<file path="config.mk">
export PLATFORM = sky130hd
export DESIGN_NAME = clk_ctrl
export DESIGN_NICKNAME = d
export VERILOG_FILES = /design/src/logic/clk_ctrl_pkg.sv /design/src/logic/clk_ctrl.sv
export SDC_FILE = /design/constraint.sdc
export NUM_CORES = 1
export LEC_CHECK = 0
export BUFFER_PORTS_ARGS = -buffer_cell sky130_fd_sc_hd__buf_2
export CAP_MARGIN = 20
export CORE_MARGIN = 2
export CORE_UTILIZATION = 43
export DETAILED_ROUTE_END_ITERATION = 8
export PLACE_DENSITY = 0.68
export REMOVE_ABC_BUFFERS = 1
export SYNTH_ARGS = -nofsm -noshare
export SYNTH_HDL_FRONTEND = slang
export SYNTH_SLANG_ARGS = --single-unit
</file>
<file path="constraint.sdc">
create_clock -name clk -period 3.2 [get_ports clk]
set_input_delay 0.64 -clock clk [delete_from_list [all_inputs] [get_ports clk]]
set_output_delay 0.64 -clock clk [all_outputs]
set_load 0.005 [all_outputs]
</file>
<file path="src/logic/clk_ctrl_pkg.sv">
// constants and carrier types for the main/sub clock control block
// assumes a 32-bit axi4-lite master and a 20 mhz system clock
package clk_ctrl_pkg;

    // ----------------------------------------
    // register indexes and byte addresses
    // ----------------------------------------
    localparam logic [7:0] IDX_CTL0 = 8'h06;
    localparam logic [7:0] IDX_CTL1 = 8'h07;
    localparam logic [7:0] IDX_DIV = 8'h0c;
    localparam logic [7:0] IDX_STAT = 8'h10;
    localparam logic [7:0] ADDR_CTL0 = {IDX_CTL0[5:0], 2'b00};
    localparam logic [7:0] ADDR_CTL1 = {IDX_CTL1[5:0], 2'b00};
    localparam logic [7:0] ADDR_DIV = {IDX_DIV[5:0], 2'b00};
    localparam logic [7:0] ADDR_STAT = {IDX_STAT[5:0], 2'b00};

    // ----------------------------------------
    // reset values and encodings
    // ----------------------------------------
    localparam logic [7:0] CTL0_RST = 8'h08;
    localparam logic [7:0] CTL1_RST = 8'h20;
    localparam logic [7:0] DIV_BY8 = 8'h08;
    localparam int SUB_DIV_W = 5;
    localparam logic [1:0] RESP_OKAY = 2'h0;
    localparam logic [1:0] RESP_SLVERR = 2'h2;

    // ----------------------------------------
    // register layouts
    // ----------------------------------------
    typedef struct packed {
        logic sys_sel;
        logic spare6;
        logic main_halt;
        logic sub_en;
        logic sub_drv;
        logic [2:0] spare;
    } ctl0_type;

    typedef struct packed {
        logic [1:0] spare_hi;
        logic main_drv;
        logic [3:0] spare_lo;
        logic stop;
    } ctl1_type;

    typedef struct packed {
        logic [3:0] spare;
        logic cur_sub;
        logic bus_clk;
        logic sub_seen;
        logic main_seen;
    } stat_type;

    typedef enum logic [0:0] {
        SRC_MAIN,
        SRC_SUB
    } src_type;

endpackage

</file>
<file path="src/logic/clk_ctrl.sv">
// main/sub oscillator control and cpu bus clock selection
// assumes oscillator clocks arrive as pins slower than clk/4
//
// Function
// - after reset the main oscillator runs and the sub oscillator stays off.
// - after reset the bus clock is the main clock divided by 8.
// - main halt bit 5 of control 0 stops the main oscillator, zero runs it outside stop mode.
// - the divider is forced to 8 while main halt or stop mode is set.
// - main drive bit 5 of control 1 resets to one, set on stop from main-speed modes.
// - sub enable bit 4 starts the sub oscillator, select bit 7 moves the bus clock to it.
// - sub drive bit 3 of control 0 resets to one and is set on stop entry.
// - bus clock is the sub clock or main divided by 1,2,3,4,6,8,10,12,14,16.
// - the timer count clock is the sub clock divided by 32.
//
// The AXI4-Lite slave port and the address map are this design's own decisions.
`timescale 1ns/10ps
module clk_ctrl
    import clk_ctrl_pkg::*;
(
    // system
    input wire logic clk,
    input wire logic sys_rst,
    // axi4-lite write
    input wire logic [7:0] s_axi_awaddr,
    input wire logic s_axi_awvalid,
    output logic s_axi_awready,
    input wire logic [31:0] s_axi_wdata,
    input wire logic [3:0] s_axi_wstrb,
    input wire logic s_axi_wvalid,
    output logic s_axi_wready,
    output logic [1:0] s_axi_bresp,
    output logic s_axi_bvalid,
    input wire logic s_axi_bready,
    // axi4-lite read
    input wire logic [7:0] s_axi_araddr,
    input wire logic s_axi_arvalid,
    output logic s_axi_arready,
    output logic [31:0] s_axi_rdata,
    output logic [1:0] s_axi_rresp,
    output logic s_axi_rvalid,
    input wire logic s_axi_rready,
    // oscillator pins
    input wire logic main_clk_pin,
    input wire logic sub_clk_pin,
    input wire logic wake_pin,
    output logic main_osc_run,
    output logic main_drive_high,
    output logic sub_osc_out,
    output logic sub_drive_high,
    // derived clocks
    output logic bus_clk,
    output logic bus_clk_sub,
    output logic sub_clock_direct,
    output logic sub_clock_div32
);

    // ----------------------------------------
    // pin synchronisers
    // ----------------------------------------
    logic main_s1, main_s2, main_s3;
    logic sub_s1, sub_s2, sub_s3;
    logic wake_s1, wake_s2;

    always_ff @(posedge clk) begin
        main_s1 <= main_clk_pin;
        main_s2 <= main_s1;
        main_s3 <= main_s2;
        sub_s1 <= sub_clk_pin;
        sub_s2 <= sub_s1;
        sub_s3 <= sub_s2;
        wake_s1 <= wake_pin;
        wake_s2 <= wake_s1;
    end

    wire main_rise = main_s2 & ~main_s3;
    wire sub_rise = sub_s2 & ~sub_s3;
    wire sub_fall = ~sub_s2 & sub_s3;

    // ----------------------------------------
    // axi4-lite slave
    // ----------------------------------------
    logic aw_full_r, w_full_r, bvalid_r, rvalid_r;
    logic [7:0] awaddr_r, wdata_r;
    logic wlane_r;
    logic [1:0] bresp_r, rresp_r;
    logic [31:0] rdata_r;

    assign s_axi_awready = ~aw_full_r & ~bvalid_r;
    assign s_axi_wready = ~w_full_r & ~bvalid_r;
    assign s_axi_arready = ~rvalid_r;
    assign s_axi_bvalid = bvalid_r;
    assign s_axi_bresp = bresp_r;
    assign s_axi_rvalid = rvalid_r;
    assign s_axi_rresp = rresp_r;
    assign s_axi_rdata = rdata_r;

    wire wr_go = aw_full_r & w_full_r & ~bvalid_r;
    wire wr_ctl0 = wr_go & wlane_r & (awaddr_r == ADDR_CTL0);
    wire wr_ctl1 = wr_go & wlane_r & (awaddr_r == ADDR_CTL1);
    wire wr_div = wr_go & wlane_r & (awaddr_r == ADDR_DIV);
    wire wr_hit = (awaddr_r == ADDR_CTL0) | (awaddr_r == ADDR_CTL1)
        | (awaddr_r == ADDR_DIV) | (awaddr_r == ADDR_STAT);
    wire rd_go = s_axi_arvalid & ~rvalid_r;

    always_ff @(posedge clk) begin
        if (sys_rst) begin
            aw_full_r <= 1'b0;
            w_full_r <= 1'b0;
            bvalid_r <= 1'b0;
            awaddr_r <= 8'h00;
            wdata_r <= 8'h00;
            wlane_r <= 1'b0;
            bresp_r <= RESP_OKAY;
        end else begin
            if (s_axi_awvalid & s_axi_awready) begin
                aw_full_r <= 1'b1;
                awaddr_r <= s_axi_awaddr;
            end
            if (s_axi_wvalid & s_axi_wready) begin
                w_full_r <= 1'b1;
                wdata_r <= s_axi_wdata[7:0];
                wlane_r <= s_axi_wstrb[0];
            end
            if (wr_go) begin
                aw_full_r <= 1'b0;
                w_full_r <= 1'b0;
                bvalid_r <= 1'b1;
                bresp_r <= wr_hit ? RESP_OKAY : RESP_SLVERR;
            end else if (bvalid_r & s_axi_bready) begin
                bvalid_r <= 1'b0;
            end
        end
    end

    // ----------------------------------------
    // control registers
    // ----------------------------------------
    ctl0_type ctl0_r, ctl0_nxt;
    ctl1_type ctl1_r, ctl1_nxt;
    logic [7:0] div_r, div_nxt;

    wire ctl0_type wr0 = ctl0_type'(wdata_r);
    wire ctl1_type wr1 = ctl1_type'(wdata_r);
    wire stop_entry = wr_ctl1 & wr1.stop & ~ctl1_r.stop;
    wire div_legal = (wdata_r == 8'h01) | (wdata_r == 8'h02) | (wdata_r == 8'h03)
        | (wdata_r == 8'h04) | (wdata_r == 8'h06) | (wdata_r == 8'h08)
        | (wdata_r == 8'h0a) | (wdata_r == 8'h0c) | (wdata_r == 8'h0e)
        | (wdata_r == 8'h10);

    always_comb begin
        ctl0_nxt = wr_ctl0 ? wr0 : ctl0_r;
        if (stop_entry) begin
            ctl0_nxt.sub_drv = 1'b1;
        end
        ctl1_nxt = wr_ctl1 ? wr1 : ctl1_r;
        // leaving stop only by wake, so a stray write cannot wake the part
        if (ctl1_r.stop) begin
            ctl1_nxt.stop = ~wake_s2;
        end
        if (stop_entry & ~ctl0_r.sys_sel) begin
            ctl1_nxt.main_drv = 1'b1;
        end
        // illegal ratios are dropped, keeping the old divider
        div_nxt = (wr_div & div_legal) ? wdata_r : div_r;
        if (ctl0_nxt.main_halt | ctl1_nxt.stop) begin
            div_nxt = DIV_BY8;
        end
    end

    always_ff @(posedge clk) begin
        if (sys_rst) begin
            ctl0_r <= ctl0_type'(CTL0_RST);
            ctl1_r <= ctl1_type'(CTL1_RST);
            div_r <= DIV_BY8;
        end else begin
            ctl0_r <= ctl0_nxt;
            ctl1_r <= ctl1_nxt;
            div_r <= div_nxt;
        end
    end

    // ----------------------------------------
    // oscillator controls
    // ----------------------------------------
    always_ff @(posedge clk) begin
        if (sys_rst) begin
            main_osc_run <= 1'b1;
            sub_osc_out <= 1'b0;
            main_drive_high <= 1'b1;
            sub_drive_high <= 1'b1;
        end else begin
            main_osc_run <= ~ctl0_r.main_halt & ~ctl1_r.stop;
            sub_osc_out <= ctl0_r.sub_en & ~ctl1_r.stop;
            main_drive_high <= ctl1_r.main_drv;
            sub_drive_high <= ctl0_r.sub_drv;
        end
    end

    // ----------------------------------------
    // bus clock generation
    // ----------------------------------------
    src_type src_r;
    logic [7:0] cur_div_r, cnt_r;
    logic bclk_r;
    logic main_seen_r, sub_seen_r;

    wire [7:0] half = 8'((cur_div_r + 8'h01) >> 1);
    wire [7:0] cnt_inc = 8'(cnt_r + 8'h01);
    wire [7:0] cnt_nxt = (cnt_r >= cur_div_r - 8'h01) ? 8'h00 : cnt_inc;
    wire main_wrap = main_rise & (cnt_r >= cur_div_r - 8'h01);

    // changes land at a main period boundary while the output is low, except the switch back from sub, which lands on a sub clock fall
    always_ff @(posedge clk) begin
        if (sys_rst) begin
            src_r <= SRC_MAIN;
            cur_div_r <= DIV_BY8;
            cnt_r <= 8'h00;
            bclk_r <= 1'b0;
        end else begin
            case (src_r)
                SRC_MAIN: begin
                    if (main_wrap & ctl0_r.sys_sel) begin
                        src_r <= SRC_SUB;
                        bclk_r <= 1'b0;
                        cnt_r <= 8'h00;
                    end else if (main_wrap) begin
                        cur_div_r <= div_r;
                        cnt_r <= 8'h00;
                        bclk_r <= 1'b1;
                    end else if (cur_div_r == 8'h01) begin
                        bclk_r <= main_s2;
                    end else if (main_rise) begin
                        cnt_r <= cnt_nxt;
                        bclk_r <= (cnt_nxt < half);
                    end
                end
                SRC_SUB: begin
                    // a dead sub clock freezes the bus clock at its last level here
                    if (sub_fall & ~ctl0_r.sys_sel) begin
                        src_r <= SRC_MAIN;
                        cur_div_r <= div_r;
                        cnt_r <= div_r - 8'h01;
                        bclk_r <= 1'b0;
                    end else if (sub_rise | sub_fall) begin
                        bclk_r <= sub_s2;
                    end
                end
                default: begin
                    src_r <= SRC_MAIN;
                end
            endcase
        end
    end

    assign bus_clk = bclk_r;
    assign bus_clk_sub = (src_r == SRC_SUB);

    // ----------------------------------------
    // sub clock outputs
    // ----------------------------------------
    logic [SUB_DIV_W-1:0] sub_cnt_r;
    logic sub_direct_r;

    always_ff @(posedge clk) begin
        if (sys_rst) begin
            sub_cnt_r <= '0;
            sub_direct_r <= 1'b0;
            main_seen_r <= 1'b0;
            sub_seen_r <= 1'b0;
        end else begin
            sub_direct_r <= sub_s2;
            if (sub_rise) begin
                sub_cnt_r <= SUB_DIV_W'(sub_cnt_r + 1'b1);
            end
            main_seen_r <= main_rise | (main_seen_r & ~main_wrap);
            sub_seen_r <= sub_rise | (sub_seen_r & ~sub_fall);
        end
    end

    assign sub_clock_direct = sub_direct_r;
    assign sub_clock_div32 = sub_cnt_r[SUB_DIV_W-1];

    // ----------------------------------------
    // read path
    // ----------------------------------------
    stat_type stat;
    logic [7:0] rd_byte;

    always_comb begin
        stat = '0;
        stat.cur_sub = (src_r == SRC_SUB);
        stat.bus_clk = bclk_r;
        stat.sub_seen = sub_seen_r;
        stat.main_seen = main_seen_r;
        case (s_axi_araddr)
            ADDR_CTL0: rd_byte = ctl0_r;
            ADDR_CTL1: rd_byte = ctl1_r;
            ADDR_DIV: rd_byte = div_r;
            ADDR_STAT: rd_byte = stat;
            default: rd_byte = 8'h00;
        endcase
    end

    wire rd_hit = (s_axi_araddr == ADDR_CTL0) | (s_axi_araddr == ADDR_CTL1)
        | (s_axi_araddr == ADDR_DIV) | (s_axi_araddr == ADDR_STAT);

    always_ff @(posedge clk) begin
        if (sys_rst) begin
            rvalid_r <= 1'b0;
            rdata_r <= 32'h0000_0000;
            rresp_r <= RESP_OKAY;
        end else if (rd_go) begin
            rvalid_r <= 1'b1;
            rdata_r <= {24'h00_0000, rd_byte};
            rresp_r <= rd_hit ? RESP_OKAY : RESP_SLVERR;
        end else if (rvalid_r & s_axi_rready) begin
            rvalid_r <= 1'b0;
        end
    end

endmodule

</file>
==> results of run 1 <==
## state kept, by name (all words and copies together), names as in the netlist, 5 cells and up
register	flops
ctl1_r	8
wdata_r	8
ctl0_r	8
div_r	8
sub_cnt_r	5
cur_div_r	8
awaddr_r	8
s_axi_rdata	8
cnt_r	8
## layout make-up
class	count	area, um2
fillers	1077	5620
multi-input cells	435	2800
flip-flops and latches	93	1870
repair buffers	78	455
clock buffers	9	225
well taps	143	179
clock inverters	6	93.8
inverters	22	82.6
## critical path, cell delays in order, from the launching register on
cell and delay (ns):
dfxtp_2 0.35, nor4_4 0.31, buf_4 0.15, nand2_1 0.05
xor2_1 0.16, ha_1 0.30, nand4_1 0.13, a31oi_4 0.18
or2_4 0.18, nor2_1 0.06, ha_1 0.29, nand4_1 0.11
a21oi_2 0.14, nand2_1 0.06, a211o_1 0.27, a41oi_2 0.18
a211oi_2 0.09
## kinds of logic after synthesis
kind of cell / share of synthesized area (%)
and+or+nand+nor: 21.9
AOI/OAI and AO/OA: 16.1
DFF: 37.7
buffers and inverters: 8.53
xor gates and xnor gates: 4.78
muxes: 5.39
adders and majority gates: 5.57
other: 0.0758
## power groups by stage
stage / Sequential [uW] / Clock (uW) / Combinational [uW]
floorplan: 1240 / 0 / 102
global placement: 1250 / 0 / 167
detailed placement: 1250 / 0 / 172
CTS: 1220 / 1160 / 173
global route: 1230 / 1210 / 200
finish: 1220 / 1140 / 174
## per-layer routing
layer  share of wire (%)  global-route usage [%]  wire length (um)
met2                  49                    30.5              5480
met1                  44                    22.4              4940
met4                 1.9                    5.84               206
met5                   0                       0                 0
met3                 4.6                    3.77               507
## cells in the final DEF, fill, tap and decap left out, drive strengths merged, types with 6 or more instances in the layout
| cell type | count |
|---|---|
| a21oi | 46 |
| a2bb2oi | 6 |
| and3 | 6 |
| buf | 78 |
| clkbuf | 9 |
| conb | 26 |
| dfxtp | 93 |
| ha | 22 |
| inv | 25 |
| mux2i | 21 |
| nand2 | 60 |
| nand2b | 10 |
| nand3 | 8 |
| nand4 | 7 |
| nor2 | 79 |
| nor3 | 12 |
| nor4 | 7 |
| o21ai | 17 |
| o32ai | 6 |
| xnor2 | 10 |
| xor2 | 17 |
## worst max path at each step
stage,to,cells after the start,slack (ns)
after global routing,bus_clk,16,-0.16
after detailed placement,bus_clk,15,-0.12
after global placement,bus_clk,15,-0.09
after floorplan,bus_clk,15,-0.12
final,bus_clk,16,0.06
after CTS,bus_clk,15,0.008
## stage by stage
stage                     worst slack, ns  instances  hold slack [ns]  TNS [ns]
after floorplan                    -0.118        550            0.310    -0.118
after CTS                         0.00821        785            0.328         0
final                              0.0610        786            0.326         0
after detailed placement           -0.123        770            0.316    -0.123
after global routing               -0.161        786            0.329    -0.161
after global placement            -0.0871        770            0.316   -0.0871
## timing repair
item,in CTS,in global routing
endpoints found under the setup margin,1,1
setup buffers,0,1
gates resized for setup,4,9
pin swaps,2,6
## synthesized netlist by cell type, drive strengths merged, types with 7 or more instances
cell,instances,area share (%)
nor4,7,1.2
clkbuf,18,1.6
nand4,7,1.0
nand2b,10,1.3
ha,22,5.6
a21oi,46,4.7
xnor2,10,1.8
buf,32,5.2
nor2,79,6.4
xor2,17,3.0
mux2i,21,4.3
nand2,60,4.6
o21ai,17,2.1
nand3,8,0.91
inv,22,1.7
dfxtp,93,38
nor3,12,1.2
==> impl_results.rst, run 1 <==
.. list-table::
   :header-rows: 1

   * - Metric
     - Value
   * - Pin count of the biggest net entering global routing
     - between 50 and 60
   * - Count of yosys warnings during synthesis
     - 0
   * - Post-detailed-routing wire length
     - 11.1 mm
   * - Data arrival time of the worst path
     - roughly 3.4 ns
   * - Detailed-route vias per instance
     - 5.27
   * - Sequential-to-total area share from yosys stat
     - 37.7%
   * - Top Ports
     - about 110
   * - Run status
     - finished clean
   * - Switching Power
     - 588 uW
   * - Number of antenna violations at the first check in global routing
     - 0
   * - Highest clock rate
     - 0.319 GHz
   * - Net count of the finished layout
     - 723
   * - Num CTS Buffers
     - 9
   * - Maximum clock skew at final layout
     - 0.00579 ns
   * - Critical path start-end classification
     - reg2reg
   * - Final-report max-slew violation count
     - 0
   * - Number of failing setup endpoints in the final timing report
     - 0
   * - Final weighted congestion in routability-driven placement
     - about 0.94
   * - Path category of the worst min-delay check
     - reg2reg
   * - Total via count in the routed design
     - between 4000 and 5000
   * - Count of flip-flops with a built-in enable after synthesis
     - 0
   * - Clock root buffer
     - clkbuf_16
   * - Peak fanout along the critical path
     - 7
   * - Register share of total power
     - 48.2%
   * - Fraction of layout instances using a drive strength above 1
     - roughly a fifth
   * - Combined global-route utilization of all metal layers
     - 17.8%
   * - Area added between synthesis and finish
     - 15.4%
   * - Detailed-routing iteration count for the pre-antenna-repair pass
     - 4
   * - ANT nets after route
     - 0
   * - R2r worst-path depth
     - 16
   * - Final critical-path required period
     - 3.14 ns
   * - Actual slew at the worst max-slew pin
     - 0.847 ns
   * - Worst skew pair latency
     - 0.33 ns
   * - Final Total Pwr
     - 2540 uW
   * - Number of port buffers
     - 57
   * - Post-detailed-placement half-perimeter wirelength
     - around 8.2 mm
   * - Final hold vios
     - 0
   * - Comb pwr share
     - 6.9%
   * - Data required time of the critical path
     - 3.41 ns
   * - Detail-routed net length per standard cell
     - between 10 and 15 um
   * - Antenna cell count
     - 0
   * - Avg Inst Size Synth
     - between 8 and 9 um2
   * - Power per unit of standard cell area
     - 445 nW/um2
   * - CTS H-Tree Depth
     - 3
   * - Total global routing overflow
     - 0
   * - Total of max-cap violations
     - 0
   * - Source of the critical timing path
     - cur_div_r[2]
   * - Number of sinks on the clock net
     - slightly above 90
   * - Crit path launch type
     - register
   * - Vias in the first global route
     - 3964
   * - Clock tree from TritonCTS
     - built
   * - Internal power component
     - just under 2000 uW
   * - Synthesized instance count
     - 575
   * - Starting Density
     - 43.7%
   * - Ratio of final minimum period to clock period
     - a little over nine tenths
   * - Area of the die
     - 12400 um2
   * - Placement Cell Area
     - 5330 um2
   * - Non-Filler Cell Area, Final
     - 5700 um2
   * - Largest vdd supply drop
     - between 0.3 and 0.4 mV
   * - Detailed router's first-iteration violation count
     - around 240
   * - Crit path capture type
     - register
   * - Clk buf depth
     - 2
   * - Unrepaired setup endpoints after global routing
     - yes
   * - Critical R2R Launch
     - cur_div_r[2]
   * - Clock transition time at the flip-flop clock pins of the worst setup and hold paths
     - 0.07 ns
   * - Share of total power in the clock network
     - 45.0%
   * - Distinct cell type count of the synthesized netlist
     - 65
   * - Synthesized cell area
     - 4940 um2
   * - Die Y-Extent
     - 111 um
   * - Setup slack of the worst register-to-register path
     - about 0.061 ns
   * - Post-synth ARST share
     - 0%
   * - Hold Buf Count CTS
     - 0
   * - # DRC
     - 0
   * - Die width
     - 111 um
   * - Worst slew margin
     - 43.5%
   * - End of the worst register-to-register path
     - bus_clk
   * - Flop and latch count out of synthesis
     - 93
   * - Switching share of power
     - 23.1%
   * - Core Rows
     - 39
   * - Wire length of the first global-routing pass
     - 18.4 mm
   * - Final Core Density
     - 50.4%
   * - Ys flop type
     - dfxtp_1
   * - Hold Crit Depth
     - 0
   * - Core ar.
     - 11300 um2
   * - Hold Startpoint
     - main_s1
   * - Pleak
     - 0.00245 uW
   * - Sink of the worst hold path
     - main_s2
Note: power is estimated with default switching activity, not from simulation.
==> inputs of run 2 (changes only) <==
==> config.mk (replaced) <==
export PLATFORM = sky130hd
export DESIGN_NAME = clk_ctrl
export DESIGN_NICKNAME = d
export VERILOG_FILES = /design/src/logic/clk_ctrl_pkg.sv /design/src/logic/clk_ctrl.sv
export SDC_FILE = /design/constraint.sdc
export NUM_CORES = 1
export LEC_CHECK = 0
export CAP_MARGIN = 20
export CORE_MARGIN = 2
export CORE_UTILIZATION = 43
export DETAILED_ROUTE_END_ITERATION = 8
export DONT_BUFFER_PORTS = 1
export SYNTH_ARGS = -nofsm -noshare
export SYNTH_HDL_FRONTEND = slang
export SYNTH_SLANG_ARGS = --single-unit
==> run 2 against run 1 <==
Net effect:
- die area stayed put
- hold slack worse by 0.0095 ns
- clock skew is 0.0031 ns higher
- critical path depth stayed put
- first-iteration DRC count is 7.0% higher
- sequential share of layout area is 1.7 points higher
- critical path type unchanged
- largest cell class unchanged
==> impl_results.rst, run 2 (synthesis results as in run 1) <==
.. list-table::
   :header-rows: 1

   * - Metric
     - Value
   * - Run status
     - finished clean
   * - Slack of the critical path
     - around 0.023 ns
   * - CTS H-Tree Depth
     - 3
   * - Hold Startpoint
     - sub_clk_pin
   * - Highest clock rate
     - 0.315 GHz
   * - Maximum clock skew at final layout
     - 0.00893 ns
   * - Setup slack of the worst register-to-register path
     - 0.02 ns
   * - Clock transition time at the flip-flop clock pins of the worst setup and hold paths
     - around 0.07 ns
   * - Post-detailed-routing wire length
     - 11.3 mm
   * - Number of failing setup endpoints in the final timing report
     - 0
   * - Detail-routed net length per standard cell
     - around 16 um
   * - Die width
     - 111 um
   * - Pleak
     - 0.00216 uW
   * - Worst setup slack before clock tree synthesis
     - -0.0605 ns
   * - Core Rows
     - 39
   * - Top Ports
     - 111
   * - Ratio of final minimum period to clock period
     - 99.3%
   * - Actual slew at the worst max-slew pin
     - between 0.8 and 0.9 ns
   * - Area of the die
     - roughly 12000 um2
   * - Hold Buf Count CTS
     - 0
   * - Net count of the finished layout
     - 664
   * - Most common cell after layout, fill and taps aside
     - dfxtp_1
   * - Power per unit of standard cell area
     - 445 nW/um2
   * - Starting Density
     - 43.7%
   * - Total global routing overflow
     - 0
   * - Wire length of the first global-routing pass
     - 18.6 mm
   * - Clk buf depth
     - 2
   * - End of the worst register-to-register path
     - bus_clk
   * - Final hold vios
     - 0
   * - Unrepaired setup endpoints after global routing
     - yes
   * - Largest vdd supply drop
     - approximately 0.34 mV
   * - Critical R2R Launch
     - cur_div_r[5]
   * - Area added between synthesis and finish
     - 9.54%
   * - # DRC
     - 0
   * - Clock root buffer
     - clkbuf_16
   * - Detailed router's first-iteration violation count
     - 259
   * - Worst skew pair latency
     - approximately 0.35 ns
   * - Core ar.
     - 11300 um2
   * - Total of max-cap violations
     - 0
   * - Pin count of the biggest net entering global routing
     - just under 90
   * - Peak fanout along the critical path
     - 7
   * - Num CTS Buffers
     - 9
   * - Detailed-routing iteration count for the pre-antenna-repair pass
     - 4
   * - Number of sinks on the clock net
     - between 90 and 100
   * - Worst hold slack after final layout
     - 0.317 ns
   * - Path category of the worst min-delay check
     - in2reg
   * - Detailed-route vias per instance
     - 5.42
   * - Crit path launch type
     - register
   * - Vias in the first global route
     - 3815
   * - R2r worst-path depth
     - 16
   * - Fraction of layout instances using a drive strength above 1
     - 13.0%
   * - Crit path capture type
     - register
   * - Final critical-path required period
     - 3.18 ns
   * - Die Y-Extent
     - between 100 and 150 um
   * - Sink of the worst hold path
     - sub_s1
   * - Combined global-route utilization of all metal layers
     - 18.4%
   * - Total via count in the routed design
     - 3945
   * - Critical path start-end classification
     - reg2reg
   * - Antenna cell count
     - 0
   * - Clock tree from TritonCTS
     - built
   * - Final weighted congestion in routability-driven placement
     - approximately 0.86
   * - Worst slew margin
     - 46.3%
   * - ANT nets after route
     - 0
   * - Number of port buffers
     - 0
   * - Number of antenna violations at the first check in global routing
     - 0
   * - Hold Crit Depth
     - 0
   * - Post-detailed-placement half-perimeter wirelength
     - 8.14 mm
   * - Top library cells by usage in the layout, fill and taps aside
     - dfxtp_1 (90), nor2_1 (72), nand2_1 (60)
   * - Final-report max-slew violation count
     - 0
   * - Data required time of the critical path
     - 3.42 ns
   * - Data arrival time of the worst path
     - 3.40 ns
==> run 2: timing repair <==
action,4_1_cts,5_1_grt
pin swaps,0,17
resized for setup,4,15
endpoints found under the setup margin,1,1
buffers inserted,0,2
==> run 2: routing by layer <==
layer / global-route usage (%) / part of all wire [%]
met5: 0 / 0
met1: 22.4 / 43
met2: 32.7 / 51
met4: 6.50 / 1.6
met3: 2.95 / 3.8
==> run 2: critical path, stage by stage (launching register included) <==
cell and delay [ns]:
dfxtp_2 0.34, nor4_4 0.31, nand2_1 0.10, xor2_1 0.16, ha_1 0.31, buf_4 0.15
a21oi_2 0.13, o21ai_2 0.08, or2_4 0.30, nor2_4 0.14, ha_4 0.15, nand4_1 0.11
a21oi_2 0.14, nand2_1 0.07, a211o_1 0.30, a41oi_2 0.18, a211oi_2 0.10
==> run 2: worst max path at each step <==
stage	endpoint	startpoint	cells past startpoint	slack, ns
floorplan	bus_clk	cur_div_r[4]	18	-0.07
global placement	bus_clk	cur_div_r[2]	15	0.005
detailed placement	bus_clk	cur_div_r[2]	14	-0.06
CTS	bus_clk	cur_div_r[4]	15	0.07
global route	bus_clk	cur_div_r[5]	15	-0.17
finish	bus_clk	cur_div_r[5]	16	0.02
==> run 2: final cells by class <==
cell class	count	area, um2
clock buffer	10	229
clock inverter	6	63.8
fill	1141	5900
inverter	22	82.6
multi-input combinational	435	2850
sequential	93	1870
tap	143	179
timing repair buffer	19	143
==> run 2: through the flow <==
stage	area, um2	total power (uW)	std cells	setup TNS, ns	util, %
floorplan	5070	1380	600	-0.0733	-
global placement	5020	1370	710	0	44.3
detailed placement	5020	1370	710	-0.0605	44.3
CTS	5330	2420	726	0	47.0
global route	5420	2500	728	-0.171	47.8
finish	5420	2410	728	0	47.8
==> run 2: power by group <==
group | total [uW] | internal, uW | switching (uW)
logic | 126 | 50.8 | 74.7
registers | 1220 | 1190 | 33.8
clock network | 1060 | 604 | 457
total | 2410 | 1850 | 565
